==> src/hdl/ffs_params.svh <==
// Constants of the forced-stop base-cut sequencer: offsets, fields, resets, timing.
// Assumes inclusion by bare name from design files.
`ifndef FFS_PARAMS_SVH
`define FFS_PARAMS_SVH

`define FFS_CLK_PERIOD_NS   10
`define FFS_MS_NS           1000000
`define FFS_MS_CYCLES       (`FFS_MS_NS / `FFS_CLK_PERIOD_NS)

`define FFS_ADDR_W          8
`define FFS_OFS_CTRL        8'h00
`define FFS_OFS_DELAY       8'h04
`define FFS_OFS_DECEL       8'h08
`define FFS_OFS_ZERO        8'h0c
`define FFS_OFS_COMP        8'h10
`define FFS_OFS_STATUS      8'h14
`define FFS_OFS_SPEED       8'h18
`define FFS_OFS_IRQ_STAT    8'h1c
`define FFS_OFS_IRQ_MASK    8'h20

`define FFS_SEL_ENABLE      4'h2
`define FFS_SEL_DISABLE     4'h0
`define FFS_ALARM_STO_CODE  8'h63

`define FFS_RST_SEL         4'h2
`define FFS_RST_TORQUE      1'b0
`define FFS_RST_DELAY_EN    1'b1
`define FFS_RST_DELAY_MS    16'h0000
`define FFS_RST_DECEL_MS    16'h0000
`define FFS_RST_ZERO        16'h0032
`define FFS_RST_COMP        16'h0000
`define FFS_RATED_SPEED     16'h0bb8

`define FFS_IRQ_W           4
`define FFS_IRQ_STOP        0
`define FFS_IRQ_CUT         1
`define FFS_IRQ_ALARM       2
`define FFS_IRQ_CLEAR       3

`endif

==> src/hdl/ffs_pkg.sv <==
// Types of the forced-stop base-cut sequencer.
// Assumes nothing of its surroundings.
package ffs_pkg;

    typedef enum logic [2:0] {
        FFS_RUN   = 3'b000,
        FFS_DECEL = 3'b001,
        FFS_DELAY = 3'b010,
        FFS_CUT   = 3'b011
    } ffs_state_t;

    typedef struct packed {
        logic [3:0]  stop_function_select;
        logic        torque_mode;
        logic        delay_enable;
        logic [15:0] base_cut_delay_setting;
        logic [15:0] forced_stop_decel_constant;
        logic [15:0] zero_speed_threshold;
        logic [15:0] freefall_comp_amount;
    } ffs_cfg_t;

    typedef struct packed {
        logic        base_drive;
        logic        brake_interlock_output;
        logic        dynamic_brake;
        logic        lift_active;
    } ffs_drive_t;

endpackage

==> src/hdl/ffs_ms_tick.sv <==
// Millisecond tick generator, restartable so a timed interval starts cleanly.
// Assumes one clock and a synchronous active-low reset.
`timescale 1ns/10ps
module ffs_ms_tick #(
    parameter int CYCLES = 100000
) (
    input  wire logic i_core_clk,
    input  wire logic i_rst_n,
    input  wire logic i_restart,
    output logic      o_tick
);
    logic [16:0] cnt_reg;
    logic [16:0] cnt_next;
    logic        tick_reg;
    logic        tick_next;

    always_comb begin
        tick_next = 1'b0;
        cnt_next  = cnt_reg + 17'h00001;
        if (i_restart) begin
            cnt_next = 17'h00000;
        end else if (cnt_reg == 17'(CYCLES - 1)) begin
            cnt_next  = 17'h00000;
            tick_next = 1'b1;
        end
    end

    always_ff @(posedge i_core_clk) begin
        if (!i_rst_n) begin
            cnt_reg  <= 17'h00000;
            tick_reg <= 1'b0;
        end else begin
            cnt_reg  <= cnt_next;
            tick_reg <= tick_next;
        end
    end

    assign o_tick = tick_reg;
endmodule

==> src/hdl/ffs_ramp.sv <==
// Internal model speed command: follows the external command, or ramps to zero.
// Assumes a millisecond tick; the constant is ms from rated speed to zero.
`timescale 1ns/10ps
`include "ffs_params.svh"
module ffs_ramp (
    input  wire logic        i_core_clk,
    input  wire logic        i_rst_n,
    input  wire logic        i_follow,
    input  wire logic [15:0] i_ext_cmd,
    input  wire logic        i_tick,
    input  wire logic [15:0] i_decel_ms,
    output logic [15:0]      o_speed
);
    logic [15:0] speed_reg;
    logic [15:0] speed_next;
    logic [31:0] acc_reg;
    logic [31:0] acc_next;

    // Error accumulator spreads rated speed over the constant without a divider
    always_comb begin
        speed_next = speed_reg;
        acc_next   = acc_reg;
        if (i_follow) begin
            speed_next = i_ext_cmd;
            acc_next   = 32'h00000000;
        end else if (i_decel_ms == 16'h0000 || speed_reg == 16'h0000) begin
            speed_next = 16'h0000;
            acc_next   = 32'h00000000;
        end else begin
            if (acc_reg >= {16'h0000, i_decel_ms}) begin
                acc_next   = acc_reg - {16'h0000, i_decel_ms};
                speed_next = speed_reg - 16'h0001;
            end
            if (i_tick) begin
                acc_next = acc_next + {16'h0000, `FFS_RATED_SPEED};
            end
        end
    end

    always_ff @(posedge i_core_clk) begin
        if (!i_rst_n) begin
            speed_reg <= 16'h0000;
            acc_reg   <= 32'h00000000;
        end else begin
            speed_reg <= speed_next;
            acc_reg   <= acc_next;
        end
    end

    assign o_speed = speed_reg;
endmodule

==> src/hdl/ffs_top.sv <==
// Forced-stop base-cut sequencer: decel ramp, brake interlock, base-cut delay,
// freefall lift, alarm latch and clear, register port with interrupt.
// Assumes all inputs synchronous to i_core_clk; control power cycle is i_rst_n.
`timescale 1ns/10ps
`include "ffs_params.svh"
module ffs_top #(
    parameter int MS_CYCLES = `FFS_MS_CYCLES
) (
    input  wire logic                   i_core_clk,
    input  wire logic                   i_rst_n,
    input  wire logic [`FFS_ADDR_W-1:0] i_addr,
    input  wire logic [31:0]            i_wr_data,
    input  wire logic                   i_wr_en,
    input  wire logic                   i_rd_en,
    output logic [31:0]                 o_rd_data,
    input  wire logic                   i_servo_on,
    input  wire logic                   i_forced_stop_two_input,
    input  wire logic                   i_safe_torque_removal_input,
    input  wire logic                   i_alarm_reset_input,
    input  wire logic                   i_set_button,
    input  wire logic                   i_alarm_event,
    input  wire logic [7:0]             i_alarm_code,
    input  wire logic                   i_alarm_dyn_brake,
    input  wire logic                   i_alarm_cause_present,
    input  wire logic [15:0]            i_motor_speed,
    input  wire logic [15:0]            i_ext_speed_cmd,
    output logic [15:0]                 o_speed_cmd,
    output logic                        o_base_drive,
    output logic                        o_brake_interlock_output,
    output logic                        o_dynamic_brake,
    output logic                        o_lift_active,
    output logic [15:0]                 o_lift_distance,
    output logic                        o_fault_output,
    output logic                        o_irq
);
    ffs_pkg::ffs_cfg_t    cfg_reg;
    ffs_pkg::ffs_cfg_t    cfg_next;
    logic [`FFS_IRQ_W-1:0] irq_stat_reg;
    logic [`FFS_IRQ_W-1:0] irq_stat_next;
    logic [`FFS_IRQ_W-1:0] irq_mask_reg;
    logic [`FFS_IRQ_W-1:0] irq_mask_next;
    logic [`FFS_IRQ_W-1:0] irq_evt;
    logic [31:0]          rd_data_reg;
    logic [31:0]          rd_data_next;
    logic                 irq_reg;
    logic                 irq_next;

    ffs_pkg::ffs_state_t  state_reg;
    ffs_pkg::ffs_state_t  state_next;
    ffs_pkg::ffs_drive_t  drive_reg;
    ffs_pkg::ffs_drive_t  drive_next;
    logic [15:0]          delay_cnt_reg;
    logic [15:0]          delay_cnt_next;
    logic                 lift_arm_reg;
    logic                 lift_arm_next;

    logic                 alarm_reg;
    logic                 alarm_next;
    logic [7:0]           alarm_code_reg;
    logic [7:0]           alarm_code_next;
    logic                 rst_in_prev_reg;
    logic                 sto_prev_reg;

    logic                 decel_en;
    logic                 alarm_raise;
    logic [7:0]           raise_code;
    logic                 raise_db;
    logic                 cause_now;
    logic                 clear_req;
    logic                 sto_fall;
    logic                 below_zero;
    logic                 ms_tick;
    logic                 ramp_follow;
    logic [15:0]          ramp_speed;

    // Decel availability depends on select digit and control mode
    assign decel_en = (cfg_reg.stop_function_select == `FFS_SEL_ENABLE)
                      && !cfg_reg.torque_mode;
    assign sto_fall   = sto_prev_reg && !i_safe_torque_removal_input;
    assign below_zero = i_motor_speed < cfg_reg.zero_speed_threshold;

    // Only the first alarm is latched; a later one keeps the first code
    always_comb begin
        raise_code  = i_alarm_code;
        raise_db    = i_alarm_dyn_brake;
        alarm_raise = 1'b0;
        if (state_reg == ffs_pkg::FFS_DECEL && sto_fall) begin
            raise_code  = `FFS_ALARM_STO_CODE;
            raise_db    = 1'b1;
            alarm_raise = !alarm_reg;
        end else if (i_alarm_event) begin
            alarm_raise = !alarm_reg;
        end
    end

    assign cause_now = i_alarm_cause_present
                       || (alarm_code_reg == `FFS_ALARM_STO_CODE
                           && !i_safe_torque_removal_input);
    assign clear_req = i_set_button
                       || (i_alarm_reset_input && !rst_in_prev_reg);

    always_comb begin
        alarm_next      = alarm_reg;
        alarm_code_next = alarm_code_reg;
        if (alarm_reg && clear_req && !cause_now) begin
            alarm_next      = 1'b0;
            alarm_code_next = 8'h00;
        end
        if (alarm_raise) begin
            alarm_next      = 1'b1;
            alarm_code_next = raise_code;
        end
    end

    always_ff @(posedge i_core_clk) begin
        if (!i_rst_n) begin
            alarm_reg       <= 1'b0;
            alarm_code_reg  <= 8'h00;
            rst_in_prev_reg <= 1'b0;
            sto_prev_reg    <= 1'b1;
        end else begin
            alarm_reg       <= alarm_next;
            alarm_code_reg  <= alarm_code_next;
            rst_in_prev_reg <= i_alarm_reset_input;
            sto_prev_reg    <= i_safe_torque_removal_input;
        end
    end

    // Stop sequence
    always_comb begin
        state_next     = state_reg;
        delay_cnt_next = delay_cnt_reg;
        lift_arm_next  = lift_arm_reg;
        case (state_reg)
            ffs_pkg::FFS_RUN: begin
                lift_arm_next = 1'b0;
                if (alarm_raise || alarm_reg || !i_forced_stop_two_input) begin
                    if (!decel_en || (alarm_raise && raise_db)) begin
                        state_next = ffs_pkg::FFS_CUT;
                    end else begin
                        state_next = ffs_pkg::FFS_DECEL;
                    end
                end
            end
            ffs_pkg::FFS_DECEL: begin
                if (alarm_raise && raise_db) begin
                    state_next = ffs_pkg::FFS_CUT;
                end else if (below_zero) begin
                    // Lift only for a slowdown that this sequence caused
                    lift_arm_next = (cfg_reg.freefall_comp_amount != 16'h0000)
                                    && cfg_reg.delay_enable;
                    delay_cnt_next = 16'h0000;
                    state_next = cfg_reg.delay_enable ? ffs_pkg::FFS_DELAY
                                                      : ffs_pkg::FFS_CUT;
                end
            end
            ffs_pkg::FFS_DELAY: begin
                if (alarm_raise && raise_db) begin
                    state_next = ffs_pkg::FFS_CUT;
                end else if (delay_cnt_reg >= cfg_reg.base_cut_delay_setting) begin
                    state_next = ffs_pkg::FFS_CUT;
                end else if (ms_tick) begin
                    delay_cnt_next = delay_cnt_reg + 16'h0001;
                end
            end
            ffs_pkg::FFS_CUT: begin
                lift_arm_next = 1'b0;
                if (i_servo_on && i_forced_stop_two_input && !alarm_reg && !alarm_raise) begin
                    state_next = ffs_pkg::FFS_RUN;
                end
            end
            default: begin
                state_next = ffs_pkg::FFS_CUT;
            end
        endcase
    end

    // Outputs are decoded from the next state so they leave straight from flops
    always_comb begin
        drive_next = '0;
        case (state_next)
            ffs_pkg::FFS_RUN: begin
                drive_next.base_drive             = 1'b1;
                drive_next.brake_interlock_output = 1'b1;
            end
            ffs_pkg::FFS_DECEL: begin
                drive_next.base_drive             = 1'b1;
                drive_next.brake_interlock_output = 1'b1;
            end
            ffs_pkg::FFS_DELAY: begin
                drive_next.base_drive  = 1'b1;
                drive_next.lift_active = lift_arm_next;
            end
            ffs_pkg::FFS_CUT: begin
                drive_next.dynamic_brake = 1'b1;
            end
            default: begin
                drive_next.dynamic_brake = 1'b1;
            end
        endcase
    end

    always_ff @(posedge i_core_clk) begin
        if (!i_rst_n) begin
            state_reg     <= ffs_pkg::FFS_CUT;
            drive_reg     <= 4'b0010;
            delay_cnt_reg <= 16'h0000;
            lift_arm_reg  <= 1'b0;
        end else begin
            state_reg     <= state_next;
            drive_reg     <= drive_next;
            delay_cnt_reg <= delay_cnt_next;
            lift_arm_reg  <= lift_arm_next;
        end
    end

    // Tick restarts when decel reaches zero speed so the first delay ms is a whole one
    ffs_ms_tick #(
        .CYCLES     (MS_CYCLES)
    ) u_tick (
        .i_core_clk (i_core_clk),
        .i_rst_n    (i_rst_n),
        .i_restart  (state_reg == ffs_pkg::FFS_DECEL && below_zero),
        .o_tick     (ms_tick)
    );

    assign ramp_follow = (state_reg == ffs_pkg::FFS_RUN);

    ffs_ramp u_ramp (
        .i_core_clk (i_core_clk),
        .i_rst_n    (i_rst_n),
        .i_follow   (ramp_follow),
        .i_ext_cmd  (i_ext_speed_cmd),
        .i_tick     (ms_tick),
        .i_decel_ms (cfg_reg.forced_stop_decel_constant),
        .o_speed    (ramp_speed)
    );

    // Register port and interrupt
    assign irq_evt = {alarm_reg && !alarm_next,
                      alarm_raise,
                      state_reg != ffs_pkg::FFS_CUT && state_next == ffs_pkg::FFS_CUT,
                      state_reg == ffs_pkg::FFS_RUN && state_next == ffs_pkg::FFS_DECEL};

    always_comb begin
        cfg_next      = cfg_reg;
        irq_mask_next = irq_mask_reg;
        irq_stat_next = irq_stat_reg;
        rd_data_next  = 32'h00000000;
        if (i_wr_en) begin
            case (i_addr)
                `FFS_OFS_CTRL: begin
                    cfg_next.stop_function_select = i_wr_data[3:0];
                    cfg_next.torque_mode          = i_wr_data[4];
                    cfg_next.delay_enable         = i_wr_data[5];
                end
                `FFS_OFS_DELAY:    cfg_next.base_cut_delay_setting     = i_wr_data[15:0];
                `FFS_OFS_DECEL:    cfg_next.forced_stop_decel_constant = i_wr_data[15:0];
                `FFS_OFS_ZERO:     cfg_next.zero_speed_threshold       = i_wr_data[15:0];
                `FFS_OFS_COMP:     cfg_next.freefall_comp_amount       = i_wr_data[15:0];
                `FFS_OFS_IRQ_STAT: irq_stat_next = irq_stat_reg & ~i_wr_data[`FFS_IRQ_W-1:0];
                `FFS_OFS_IRQ_MASK: irq_mask_next = i_wr_data[`FFS_IRQ_W-1:0];
                default: begin
                end
            endcase
        end
        // A new event wins over a clear in the same cycle
        irq_stat_next = irq_stat_next | irq_evt;
        if (i_rd_en) begin
            case (i_addr)
                `FFS_OFS_CTRL:     rd_data_next = {26'h0000000, cfg_reg.delay_enable,
                                                   cfg_reg.torque_mode,
                                                   cfg_reg.stop_function_select};
                `FFS_OFS_DELAY:    rd_data_next = {16'h0000, cfg_reg.base_cut_delay_setting};
                `FFS_OFS_DECEL:    rd_data_next = {16'h0000, cfg_reg.forced_stop_decel_constant};
                `FFS_OFS_ZERO:     rd_data_next = {16'h0000, cfg_reg.zero_speed_threshold};
                `FFS_OFS_COMP:     rd_data_next = {16'h0000, cfg_reg.freefall_comp_amount};
                `FFS_OFS_STATUS:   rd_data_next = {16'h0000, alarm_code_reg, 3'h0,
                                                   alarm_reg, drive_reg.lift_active,
                                                   state_reg};
                `FFS_OFS_SPEED:    rd_data_next = {16'h0000, ramp_speed};
                `FFS_OFS_IRQ_STAT: rd_data_next = {28'h0000000, irq_stat_reg};
                `FFS_OFS_IRQ_MASK: rd_data_next = {28'h0000000, irq_mask_reg};
                default:           rd_data_next = 32'h00000000;
            endcase
        end
        irq_next = |(irq_stat_next & irq_mask_next);
    end

    always_ff @(posedge i_core_clk) begin
        if (!i_rst_n) begin
            cfg_reg.stop_function_select       <= `FFS_RST_SEL;
            cfg_reg.torque_mode                <= `FFS_RST_TORQUE;
            cfg_reg.delay_enable               <= `FFS_RST_DELAY_EN;
            cfg_reg.base_cut_delay_setting     <= `FFS_RST_DELAY_MS;
            cfg_reg.forced_stop_decel_constant <= `FFS_RST_DECEL_MS;
            cfg_reg.zero_speed_threshold       <= `FFS_RST_ZERO;
            cfg_reg.freefall_comp_amount       <= `FFS_RST_COMP;
            irq_stat_reg                       <= 4'h0;
            irq_mask_reg                       <= 4'h0;
            rd_data_reg                        <= 32'h00000000;
            irq_reg                            <= 1'b0;
        end else begin
            cfg_reg      <= cfg_next;
            irq_stat_reg <= irq_stat_next;
            irq_mask_reg <= irq_mask_next;
            rd_data_reg  <= rd_data_next;
            irq_reg      <= irq_next;
        end
    end

    assign o_rd_data                = rd_data_reg;
    assign o_speed_cmd              = ramp_speed;
    assign o_base_drive             = drive_reg.base_drive;
    assign o_brake_interlock_output = drive_reg.brake_interlock_output;
    assign o_dynamic_brake          = drive_reg.dynamic_brake;
    assign o_lift_active            = drive_reg.lift_active;
    assign o_lift_distance          = lift_arm_reg ? cfg_reg.freefall_comp_amount : 16'h0000;
    assign o_fault_output           = alarm_reg;
    assign o_irq                    = irq_reg;
endmodule

==> config.mk <==
export PLATFORM = sky130hd
export DESIGN_NAME = ffs_top
export DESIGN_NICKNAME = d
export VERILOG_FILES = /design/src/hdl/ffs_pkg.sv /design/src/hdl/ffs_ms_tick.sv /design/src/hdl/ffs_ramp.sv /design/src/hdl/ffs_top.sv
export VERILOG_INCLUDE_DIRS = /design/src /design/src/hdl
export SDC_FILE = /design/constraint.sdc
export NUM_CORES = 1
export LEC_CHECK = 0
export ABC_AREA = 1
export BUFFER_PORTS_ARGS = -buffer_cell sky130_fd_sc_hd__buf_2
export CAP_MARGIN = 10
export CORE_UTILIZATION = 45
export CTS_CLUSTER_SIZE = 14
export DETAILED_ROUTE_END_ITERATION = 16
export PLACE_DENSITY = 0.69
export SLEW_MARGIN = 20
export SYNTH_ARGS = -nofsm -noshare
export SYNTH_HDL_FRONTEND = slang
export SYNTH_SLANG_ARGS = --single-unit
==> constraint.sdc <==
create_clock -name i_core_clk -period 3.5 [get_ports i_core_clk]
set_input_delay 0.175 -clock i_core_clk [delete_from_list [all_inputs] [get_ports i_core_clk]]
set_output_delay 0.175 -clock i_core_clk [all_outputs]
set_load 0.01 [all_outputs]
==> results.py, run 1 <==
metrics = {
    "run_status": {
        "status": "complete, no violations",
    },
    "sta": {
        "slew_viol_final": 0,
        "finalCriticalPeriod_ps": 3190,
        "hold_viol_final": 0,
        "setup_tns_ps": 0,
        "clock_skew_ps": 16.3,
        "slew_headroom_pct": 50.4,
        "tightest_slew_ps": 725,
        "rsz0062_at_grt": "no",
        "setup_viol": 0,
        "fmax_ghz": 0.313,
        "period_share_pct": 91.3,
    },
    "die": {
        "start_util_pct": 46.1,
        "core_area_um2": 27100,
        "ios": 162,
        "rows": 60,
        "die_x_um": 169,
        "fp.dieH_um": 169,
        "die-area_um2": 28400,
    },
    "drt": {
        "drtIter0Drc": 1233,
        "antenna_left": 0,
        "drc": 0,
        "first_pass_iters": 7,
        "wl_per_cell_um": 16.0,
        "vias_per_cell": 5.40,
        "route.vias.total": 13059,
        "drt-total-wl_mm": 38.6,
    },
    "grt": {
        "antenna_found_initial": 1,
        "grt_usage_pct": 27.4,
        "grt_pass1_wl_mm": 61.2,
        "grt_overflow": 0,
        "grt_pass1_vias": 11914,
        "grt_max_degree": 57,
    },
    "power": {
        "p_leak_nw": 6.49,
        "powerDensity_nw_per_um2": 334,
        "vdd_drop_max_mv": 0.249,
    },
    "clock_network": {
        "clock_latency_ps": 460,
        "cts.clk_slew.worst_paths_ps": 90,
        "post-cts-setup-buffer-count": 0,
        "clk_path_buf_depth": 2,
        "cts-buffers-inserted": 17,
        "root_buffer": "clkbuf_16",
        "htreeDepth": 4,
        "clock_sinks": 196,
        "cts_tree": "done",
    },
    "flow_run": {
        "cap_violations": 0,
    },
    "synthesis": {
        "yosys.cell_count.top_type": "nand2_1",
        "yosys-top-cells-area": "dfxtp_1 (31%), nand2_1 (13%), inv_1 (8.1%)",
        "synth_cell_types": 57,
        "synth_commonest_cells": "nand2_1 (434), inv_1 (268), nor2_1 (202), dfxtp_1 (196), a21oi_1 (166)",
        "ys_seq_area_share_pct": 31.4,
        "yosysTopAreaCellShare_pct": 31.4,
        "yosys_register_bits": 196,
        "synth.cell_area_um2": 12500,
        "avgSynthCellArea_um2": 6.52,
        "synth_top_cell_by_area": "dfxtp_1",
        "async_flop_share_pct": 0,
        "yosysWarnings": 0,
        "synth_top_flop_cell": "dfxtp_1",
        "syn_inst": 1917,
        "synth-edff-count": 0,
    },
    "cells_and_area": {
        "fin_cells": 2419,
        "layout-drive-gt1-share_pct": 12.4,
        "antenna_cells": 0,
        "largest_register_ffs": 70,
        "area_delta_synth_final_pct": 13.2,
        "nNetsFinal": 2179,
    },
    "critical_path": {
        "critPathKind": "reg -> reg",
        "start_kind": "flip-flop",
        "worst_setup_path_end_kind": "flip-flop",
        "arrival_ps": 3590,
        "critPathRequiredTime_ps": 3900,
        "cp_max_fo": 13,
    },
    "place": {
        "place_inst": 2381,
        "gp_congestion": 0.946,
        "portBuffers": 129,
        "dp_hpwl_mm": 30.2,
    },
    "min_path": {
        "hp-class": "in -> reg",
    },
}
## repair_timing
action | 4_1_cts | 5_1_grt
endpoints found under the setup margin | 0 | 28
resized for setup | 0 | 4
hold buffers | 6 | 0
hold endpoints to repair | 6 | 0
## critical path, cell delays in order, from the launching register on
cell and delay, ps:
dfxtp_1 340, inv_1 50, ha_1 160, inv_1 140, fa_2 280, nand2_1 60, nand2_1 100, nand3_1 100
nand2_1 160, nand2_1 130, nand3_4 150, inv_2 180, nor2_1 330, nand3_4 180, clkinv_1 70, nand3_1 150
nor2_1 230, nand3_1 130, nand2_1 70, nand2_1 40, nor2_1 80
## cells in the final DEF (no fill, tap or decap), drive strengths merged, types with 2 or more instances in the layout
cell and n:
nand2 450, inv 291, nor2 220, dfxtp 196
a21oi 167, buf 145, nand3 122, o21ai 109
ha 52, nand4 47, nor3 31, o22ai 28
xor2 24, nor4 18, conb 17, clkbuf 17
a211oi 12, clkinv 12, a31oi 11, xnor2 9
a221oi 8, nand3b 7, a22oi 7, o211ai 7
dlygate4sd3 6, and2 5, nor3b 5, and3 4
o31ai 4, a2111oi 2, a32o 2, or2 2
## cell type report
cell class	instances	area [um^2]
clock buffer	17	425
clock inverter	15	211
fill	2705	13000
inverter	289	1080
multi-input combinational	1379	7190
sequential	196	3930
tap	372	465
timing repair buffer	151	838
## logic make-up after synthesis
group,share of synthesized area [%]
flops,31.4
fa+ha+maj,5.37
xor+xnor,2.31
compound gates,16.3
buf+inv,11.7
other cells,0.0300
simple gates,32.8
## report_power, final
group	switching [mW]	leakage (nW)	internal [mW]
logic	0.240	4.60	0.119
clock network	1.09	0.302	1.00
registers	0.0167	1.58	2.25
## stage by stage
step,hold slack (ps),util [%],setup slack (ps),instance area [um^2],power (mW)
finish,5.61,52.2,305,14100,4.72
global placement,372,49.5,374,13400,2.66
floorplan,268,-,667,12600,2.55
global route,13.2,52.2,15.8,14100,4.90
detailed placement,384,49.5,262,13400,2.67
CTS,0.709,52.1,230,14100,4.73
## path summary, 6_finish.rpt
path	cells past startpoint	slack, ps	to	startpoint
worst max-delay path	20	310	u_ramp.acc_reg[30]	u_ramp.acc_reg[0]
worst min-delay path	3	6	u_ramp.o_speed[1]	i_ext_speed_cmd[1]
worst max register to register	20	310	u_ramp.acc_reg[30]	u_ramp.acc_reg[0]
worst min register to register	1	460	u_tick.cnt_reg[0]	u_tick.cnt_reg[0]
## metal layers
layer  part of all wire [%]  wire length [um]  global-route usage [%]  up-vias
met5                  0.026                10                       0        -
met4                    4.5              1750                    12.9        2
li1                       -                 -                       -     6496
met2                     47             18000                    46.0      494
met3                    6.6              2560                    4.84      107
met1                     42             16300                    34.1     5960
(Power assumes the default switching activity.)
==> inputs of run 2 (changes only) <==
--- a/config.mk
+++ b/config.mk
@@ -9,10 +9,12 @@
 export ABC_AREA = 1
 export BUFFER_PORTS_ARGS = -buffer_cell sky130_fd_sc_hd__buf_2
 export CAP_MARGIN = 10
-export CORE_UTILIZATION = 45
+export CELL_PAD_IN_SITES_DETAIL_PLACEMENT = 0
+export CELL_PAD_IN_SITES_GLOBAL_PLACEMENT = 1
+export CORE_UTILIZATION = 42
 export CTS_CLUSTER_SIZE = 14
 export DETAILED_ROUTE_END_ITERATION = 16
-export PLACE_DENSITY = 0.69
+export PLACE_DENSITY = 0.86
 export SLEW_MARGIN = 20
 export SYNTH_ARGS = -nofsm -noshare
 export SYNTH_HDL_FRONTEND = slang
==> run 2 against run 1 <==
Net effect:
- die area is 7.1% higher
- sequential share of layout area is 0.063 points higher
- register-to-register slack better by 30 ps
- clock skew is 2.6 ps lower
- critical path depth is 1 higher
- critical endpoint is now u_ramp.acc_reg[23]
- largest power group unchanged
==> results.py, run 2 (synthesis results as in run 1) <==
metrics = {
    "drt": {
        "drtIter0Drc": 1159,
        "first_pass_iters": 6,
        "route.vias.total": 12933,
        "vias_per_cell": 5.32,
        "antenna_left": 0,
        "drt-total-wl_mm": 40.6,
        "wl_per_cell_um": 16.7,
        "drc": 0,
    },
    "critical_path": {
        "start_kind": "flip-flop",
        "crit_path_cell_trace": "inv_1 -> ha_1 -> nand2_4 -> inv_2 -> nand2_1 -> nand2_1 -> inv_1 -> nand2_1 -> nor2_1 -> nand3_4 -> nand2_1 -> nand2_1 -> ha_1 -> nand3_1 -> nand2_2 -> nand2_2 -> nand2_2 -> a21oi_4 -> nand2_1 -> nor3_1 -> nor2_1",
        "cpLargestDelayFamily": "simple AND/OR/NAND/NOR gates",
        "cp_num_buf_inv": 3,
        "critPathRequiredTime_ps": 3840,
        "critPathKind": "reg -> reg",
        "arrival_ps": 3500,
        "critPathSlowestCell": "ha_1",
        "worst_setup_path_end_kind": "flip-flop",
        "worst_path_largest_cell_delay_ps": 420,
        "cp_max_fo": 11,
        "path_common_cell": "nand2_1",
    },
    "cells_and_area": {
        "seqCellArea_um2": 3920,
        "mostFrequentLayoutCell": "nand2_1",
        "layout-drive-gt1-share_pct": 12.5,
        "antenna_cells": 0,
        "final_cell_mix": "nand2_1 (433), inv_1 (268), nor2_1 (201)",
        "area_delta_synth_final_pct": 12.9,
        "nNetsFinal": 2181,
        "n_fill_cell": 3065,
        "largest_register_ffs": 70,
        "multi_input_area_um2": 7190,
    },
    "grt": {
        "grt_pass1_wl_mm": 63.5,
        "grt_pass1_vias": 11968,
        "grt_usage_pct": 26.6,
        "grt_max_degree": 78,
        "antenna_found_initial": 1,
        "grt_overflow": 0,
    },
    "die": {
        "die-area_um2": 30400,
        "ios": 162,
        "core_area_um2": 29000,
        "die_x_um": 174,
        "rows": 62,
        "fp.dieH_um": 174,
        "start_util_pct": 43.1,
    },
    "sta": {
        "finalCriticalPeriod_ps": 3160,
        "tightest_slew_ps": 774,
        "slew_viol_final": 0,
        "rsz0062_at_grt": "no",
        "setup_viol": 0,
        "setup_ws_ps": 338,
        "period_share_pct": 90.3,
        "setup_tns_ps": 0,
        "hold_viol_final": 0,
        "slew_headroom_pct": 47.0,
        "fmax_ghz": 0.316,
        "clock_skew_ps": 13.7,
    },
    "clock_network": {
        "cts-buffers-inserted": 17,
        "htreeDepth": 4,
        "cts_tree": "done",
        "clk_path_buf_depth": 2,
        "root_buffer": "clkbuf_16",
        "cts.clk_slew.worst_paths_ps": 80,
        "clock_latency_ps": 450,
        "clock_sinks": 196,
    },
    "place": {
        "portBuffers": 129,
        "post-place-ws_ps": 200,
        "gp_congestion": 0.939,
        "dp_hpwl_mm": 31.7,
    },
    "min_path": {
        "hp-class": "in -> reg",
    },
    "power": {
        "vdd_drop_max_mv": 0.326,
        "powerDensity_nw_per_um2": 325,
        "p_leak_nw": 6.46,
    },
    "flow_run": {
        "cap_violations": 0,
    },
    "run_status": {
        "status": "complete, no violations",
    },
}
run 2: path summary, 6_finish.rpt:
| check | start | to | slack [ps] | cells past startpoint |
|---|---|---|---|---|
| min reg2reg | u_tick.cnt_reg[0] | u_tick.cnt_reg[0] | 460 | 1 |
| min | i_ext_speed_cmd[5] | u_ramp.o_speed[5] | 10 | 3 |
| max | cfg_reg[47] | u_ramp.acc_reg[23] | 340 | 21 |
| max reg2reg | cfg_reg[47] | u_ramp.acc_reg[23] | 340 | 21 |
run 2: final cells by class:
cell class	instances	area share, %
Sequential cell	196	27.8
Clock buffer	18	3.04
Tap cell	384	3.41
Inverter	289	7.69
Clock inverter	14	1.03
Multi-Input combinational cell	1379	51.0
Timing Repair Buffer	153	6.02
run 2: per-stage QoR:
stage	cell area, um^2	hold WS (ps)	power (mW)	instances	utilization [%]
2_1_floorplan	12600	268	2.55	1933	-
3_3_place_gp	13500	370	2.67	2397	46.4
3_5_place_dp	13500	379	2.68	2397	46.4
4_1_cts	14100	4.20	4.60	2433	48.6
5_1_grt	14100	24.4	4.73	2433	48.6
6_report	14100	10.6	4.58	2433	48.6
run 2: repair_timing:
action / 4_1_cts / 5_1_grt
hold buffers: 4 / 0
endpoints found under the hold margin: 4 / 0
setup endpoints to repair: 0 / 32
buffers inserted: 0 / 0
resized for setup: 0 / 4
run 2: layer usage:
| metal | vias to the layer above | routed length (um) | GRT usage (%) |
|---|---|---|---|
| li1 | 6498 | - | - |
| met1 | 5946 | 17700 | 33.6 |
| met2 | 411 | 19500 | 45.3 |
| met3 | 78 | 1910 | 3.19 |
| met4 | 0 | 1510 | 11.5 |
| met5 | - | 0 | 0 |
run 2: tightest hold or removal path, stage by stage:
cell     delay [ps]
buf_2            80
a22oi_1          70
a21oi_1         110
run 2: power by group:
group	internal [mW]	total (mW)	switching [mW]
clock network	0.946	1.94	0.998
registers	2.25	2.27	0.0173
logic	0.119	0.364	0.245
total	3.32	4.58	1.26
==> inputs of run 3 (changes only) <==
==> constraint.sdc (replaced) <==
create_clock -name i_core_clk -period 3.5 [get_ports i_core_clk]
set_input_delay 0 -clock i_core_clk [delete_from_list [all_inputs] [get_ports i_core_clk]]
set_output_delay 0 -clock i_core_clk [all_outputs]
set_load 0.01 [all_outputs]
==> run 3 against run 2 <==
Net effect:
- worst setup slack got worse by 64 ps
- via count increased by 2.0%
- largest power group unchanged
- hold slack improved by 8.7 ps
- total power increased by 4.5%
- die area unchanged
- critical path depth decreased by 3
- sequential cell count unchanged
- combinational power increased by 10%
==> results.py, run 3 (synthesis results as in run 1) <==
metrics = {
    "run_status": {
        "status": "complete, no violations",
    },
    "critical_path": {
        "cp_max_fo": 13,
        "worst_path_largest_cell_delay_ps": 390,
        "crit_path_cell_trace": "ha_1 -> inv_1 -> fa_2 -> nand2_1 -> nand2_1 -> nand3_1 -> nand2_1 -> nand2_1 -> nand3_4 -> inv_2 -> nor2_1 -> nand3_4 -> nor3_2 -> nand2_1 -> nor2_1 -> nand3_1 -> nand2_1 -> nor2_1",
        "critPathRequiredTime_ps": 3840,
        "worst_setup_path_end_kind": "flip-flop",
        "critPathKind": "reg -> reg",
        "critPathSlowestCell": "nor2_1",
        "start_kind": "flip-flop",
        "rrSetupSlack_ps": 270,
        "arrival_ps": 3570,
        "path_common_cell": "nand2_1",
    },
    "place": {
        "dp_hpwl_mm": 31.9,
        "place_area_um2": 13500,
        "gp_congestion": 0.966,
        "post-place-ws_ps": 302,
        "portBuffers": 129,
    },
    "sta": {
        "tightest_slew_ps": 762,
        "setup_tns_ps": 0,
        "hold_viol_final": 0,
        "slew_viol_final": 0,
        "setup_ws_ps": 274,
        "fmax_ghz": 0.310,
        "clock_skew_ps": 17.3,
        "finalCriticalPeriod_ps": 3230,
        "rsz0062_at_grt": "no",
        "setup_viol": 0,
        "slew_headroom_pct": 47.9,
        "period_share_pct": 92.2,
    },
    "drt": {
        "vias_per_cell": 5.33,
        "route.vias.total": 13198,
        "wl_per_cell_um": 16.7,
        "antenna_left": 0,
        "drtIter0Drc": 1098,
        "drt-total-wl_mm": 41.4,
        "first_pass_iters": 5,
        "drc": 0,
    },
    "cells_and_area": {
        "layout-drive-gt1-share_pct": 12.4,
        "largest_register_ffs": 70,
        "area_delta_synth_final_pct": 16.9,
        "postLayoutCellArea_um2": 14600,
        "n_fill_cell": 2952,
        "antenna_cells": 0,
        "mostFrequentLayoutCell": "nand2_1",
        "nNetsFinal": 2227,
        "final_cell_mix": "nand2_1 (434), inv_1 (267), nor2_1 (201)",
        "final_core_util_pct": 50.3,
    },
    "die": {
        "start_util_pct": 43.1,
        "rows": 62,
        "fp.dieH_um": 174,
        "ios": 162,
        "core_area_um2": 29000,
        "die-area_um2": 30400,
        "die_x_um": 174,
    },
    "clock_network": {
        "htreeDepth": 4,
        "clock_sinks": 196,
        "cts.clk_slew.worst_paths_ps": 80,
        "cts_tree": "done",
        "clock_latency_ps": 450,
        "root_buffer": "clkbuf_16",
        "cts-buffers-inserted": 17,
        "clk_path_buf_depth": 2,
        "post-cts-setup-buffer-count": 0,
    },
    "grt": {
        "grt_usage_pct": 27.2,
        "antenna_found_initial": 0,
        "grt_pass1_wl_mm": 64.8,
        "grt_overflow": 0,
        "grt_max_degree": 79,
        "grt_pass1_vias": 12204,
    },
    "flow_run": {
        "cap_violations": 0,
    },
    "power": {
        "powerDensity_nw_per_um2": 328,
        "vdd_drop_max_mv": 0.335,
        "p_leak_nw": 6.67,
    },
    "min_path": {
        "hp-class": "in -> reg",
    },
}
==> run 3: cell types whose count changed in the layout (fill, tap and decap cells not counted), moves of 2 or more <==
cell and delta:
dlygate4sd3_1 +44, inv_6 +3, bufinv_16 +2, clkinv_4 -2, inv_8 -2
==> run 3: path summary, 6_finish.rpt <==
kind                         start  depth (start not counted)            endpoint
max                    cfg_reg[32]                         18  u_ramp.acc_reg[29]
min          i_alarm_cause_present                          5     irq_stat_reg[3]
max reg2reg            cfg_reg[32]                         18  u_ramp.acc_reg[29]
min reg2reg      alarm_code_reg[5]                          2   alarm_code_reg[5]
==> run 3: worst max-delay path, delay by kind of cell (launching register included) <==
family | cells | cell delay, ps
AND/OR/NAND/NOR | 14 | 1970
adder cells (fa/ha/maj) | 2 | 480
buffers and inverters | 2 | 310
flip-flops | 1 | 350
==> run 3: cell type report <==
class | count | area, um^2 | share of cell area, %
Clock inverter | 14 | 193 | 1.32
Timing Repair Buffer | 198 | 1290 | 8.82
Multi-Input combinational cell | 1379 | 7190 | 49.3
Inverter | 289 | 1090 | 7.46
Sequential cell | 196 | 3920 | 26.9
Tap cell | 384 | 480 | 3.29
Clock buffer | 17 | 425 | 2.91
Timing Repair inverter | 1 | 7.51 | 0.0514
==> run 3: power breakdown <==
part / leakage, nW / total [mW] / switching, mW / internal, mW
clock: 0.298 / 2.11 / 1.02 / 1.09
combinational: 4.79 / 0.401 / 0.252 / 0.149
sequential: 1.58 / 2.27 / 0.0173 / 2.25
==> run 3: through the flow <==
stage                     cells  power, mW  hold slack (ps)
after floorplan            1933       2.55             93.5
after CTS                  2477       4.79             8.54
after global placement     2398       2.67              196
after global routing       2478       4.93             35.5
final                      2478       4.78             19.3
after detailed placement   2398       2.68              204
==> run 3: metal layers <==
metal,track usage [%],routed length [um],up-vias
met3,3.70,2290,86
li1,-,-,6588
met1,34.2,17800,6053
met2,46.4,19800,471
met4,11.8,1530,0
met5,0,0,-
==> run 3: timing repair <==
item / in CTS / in global routing
gates resized for setup: 0 / 7
hold buffers: 48 / 0
endpoints found under the setup margin: 0 / 16
hold endpoints to repair: 102 / 0
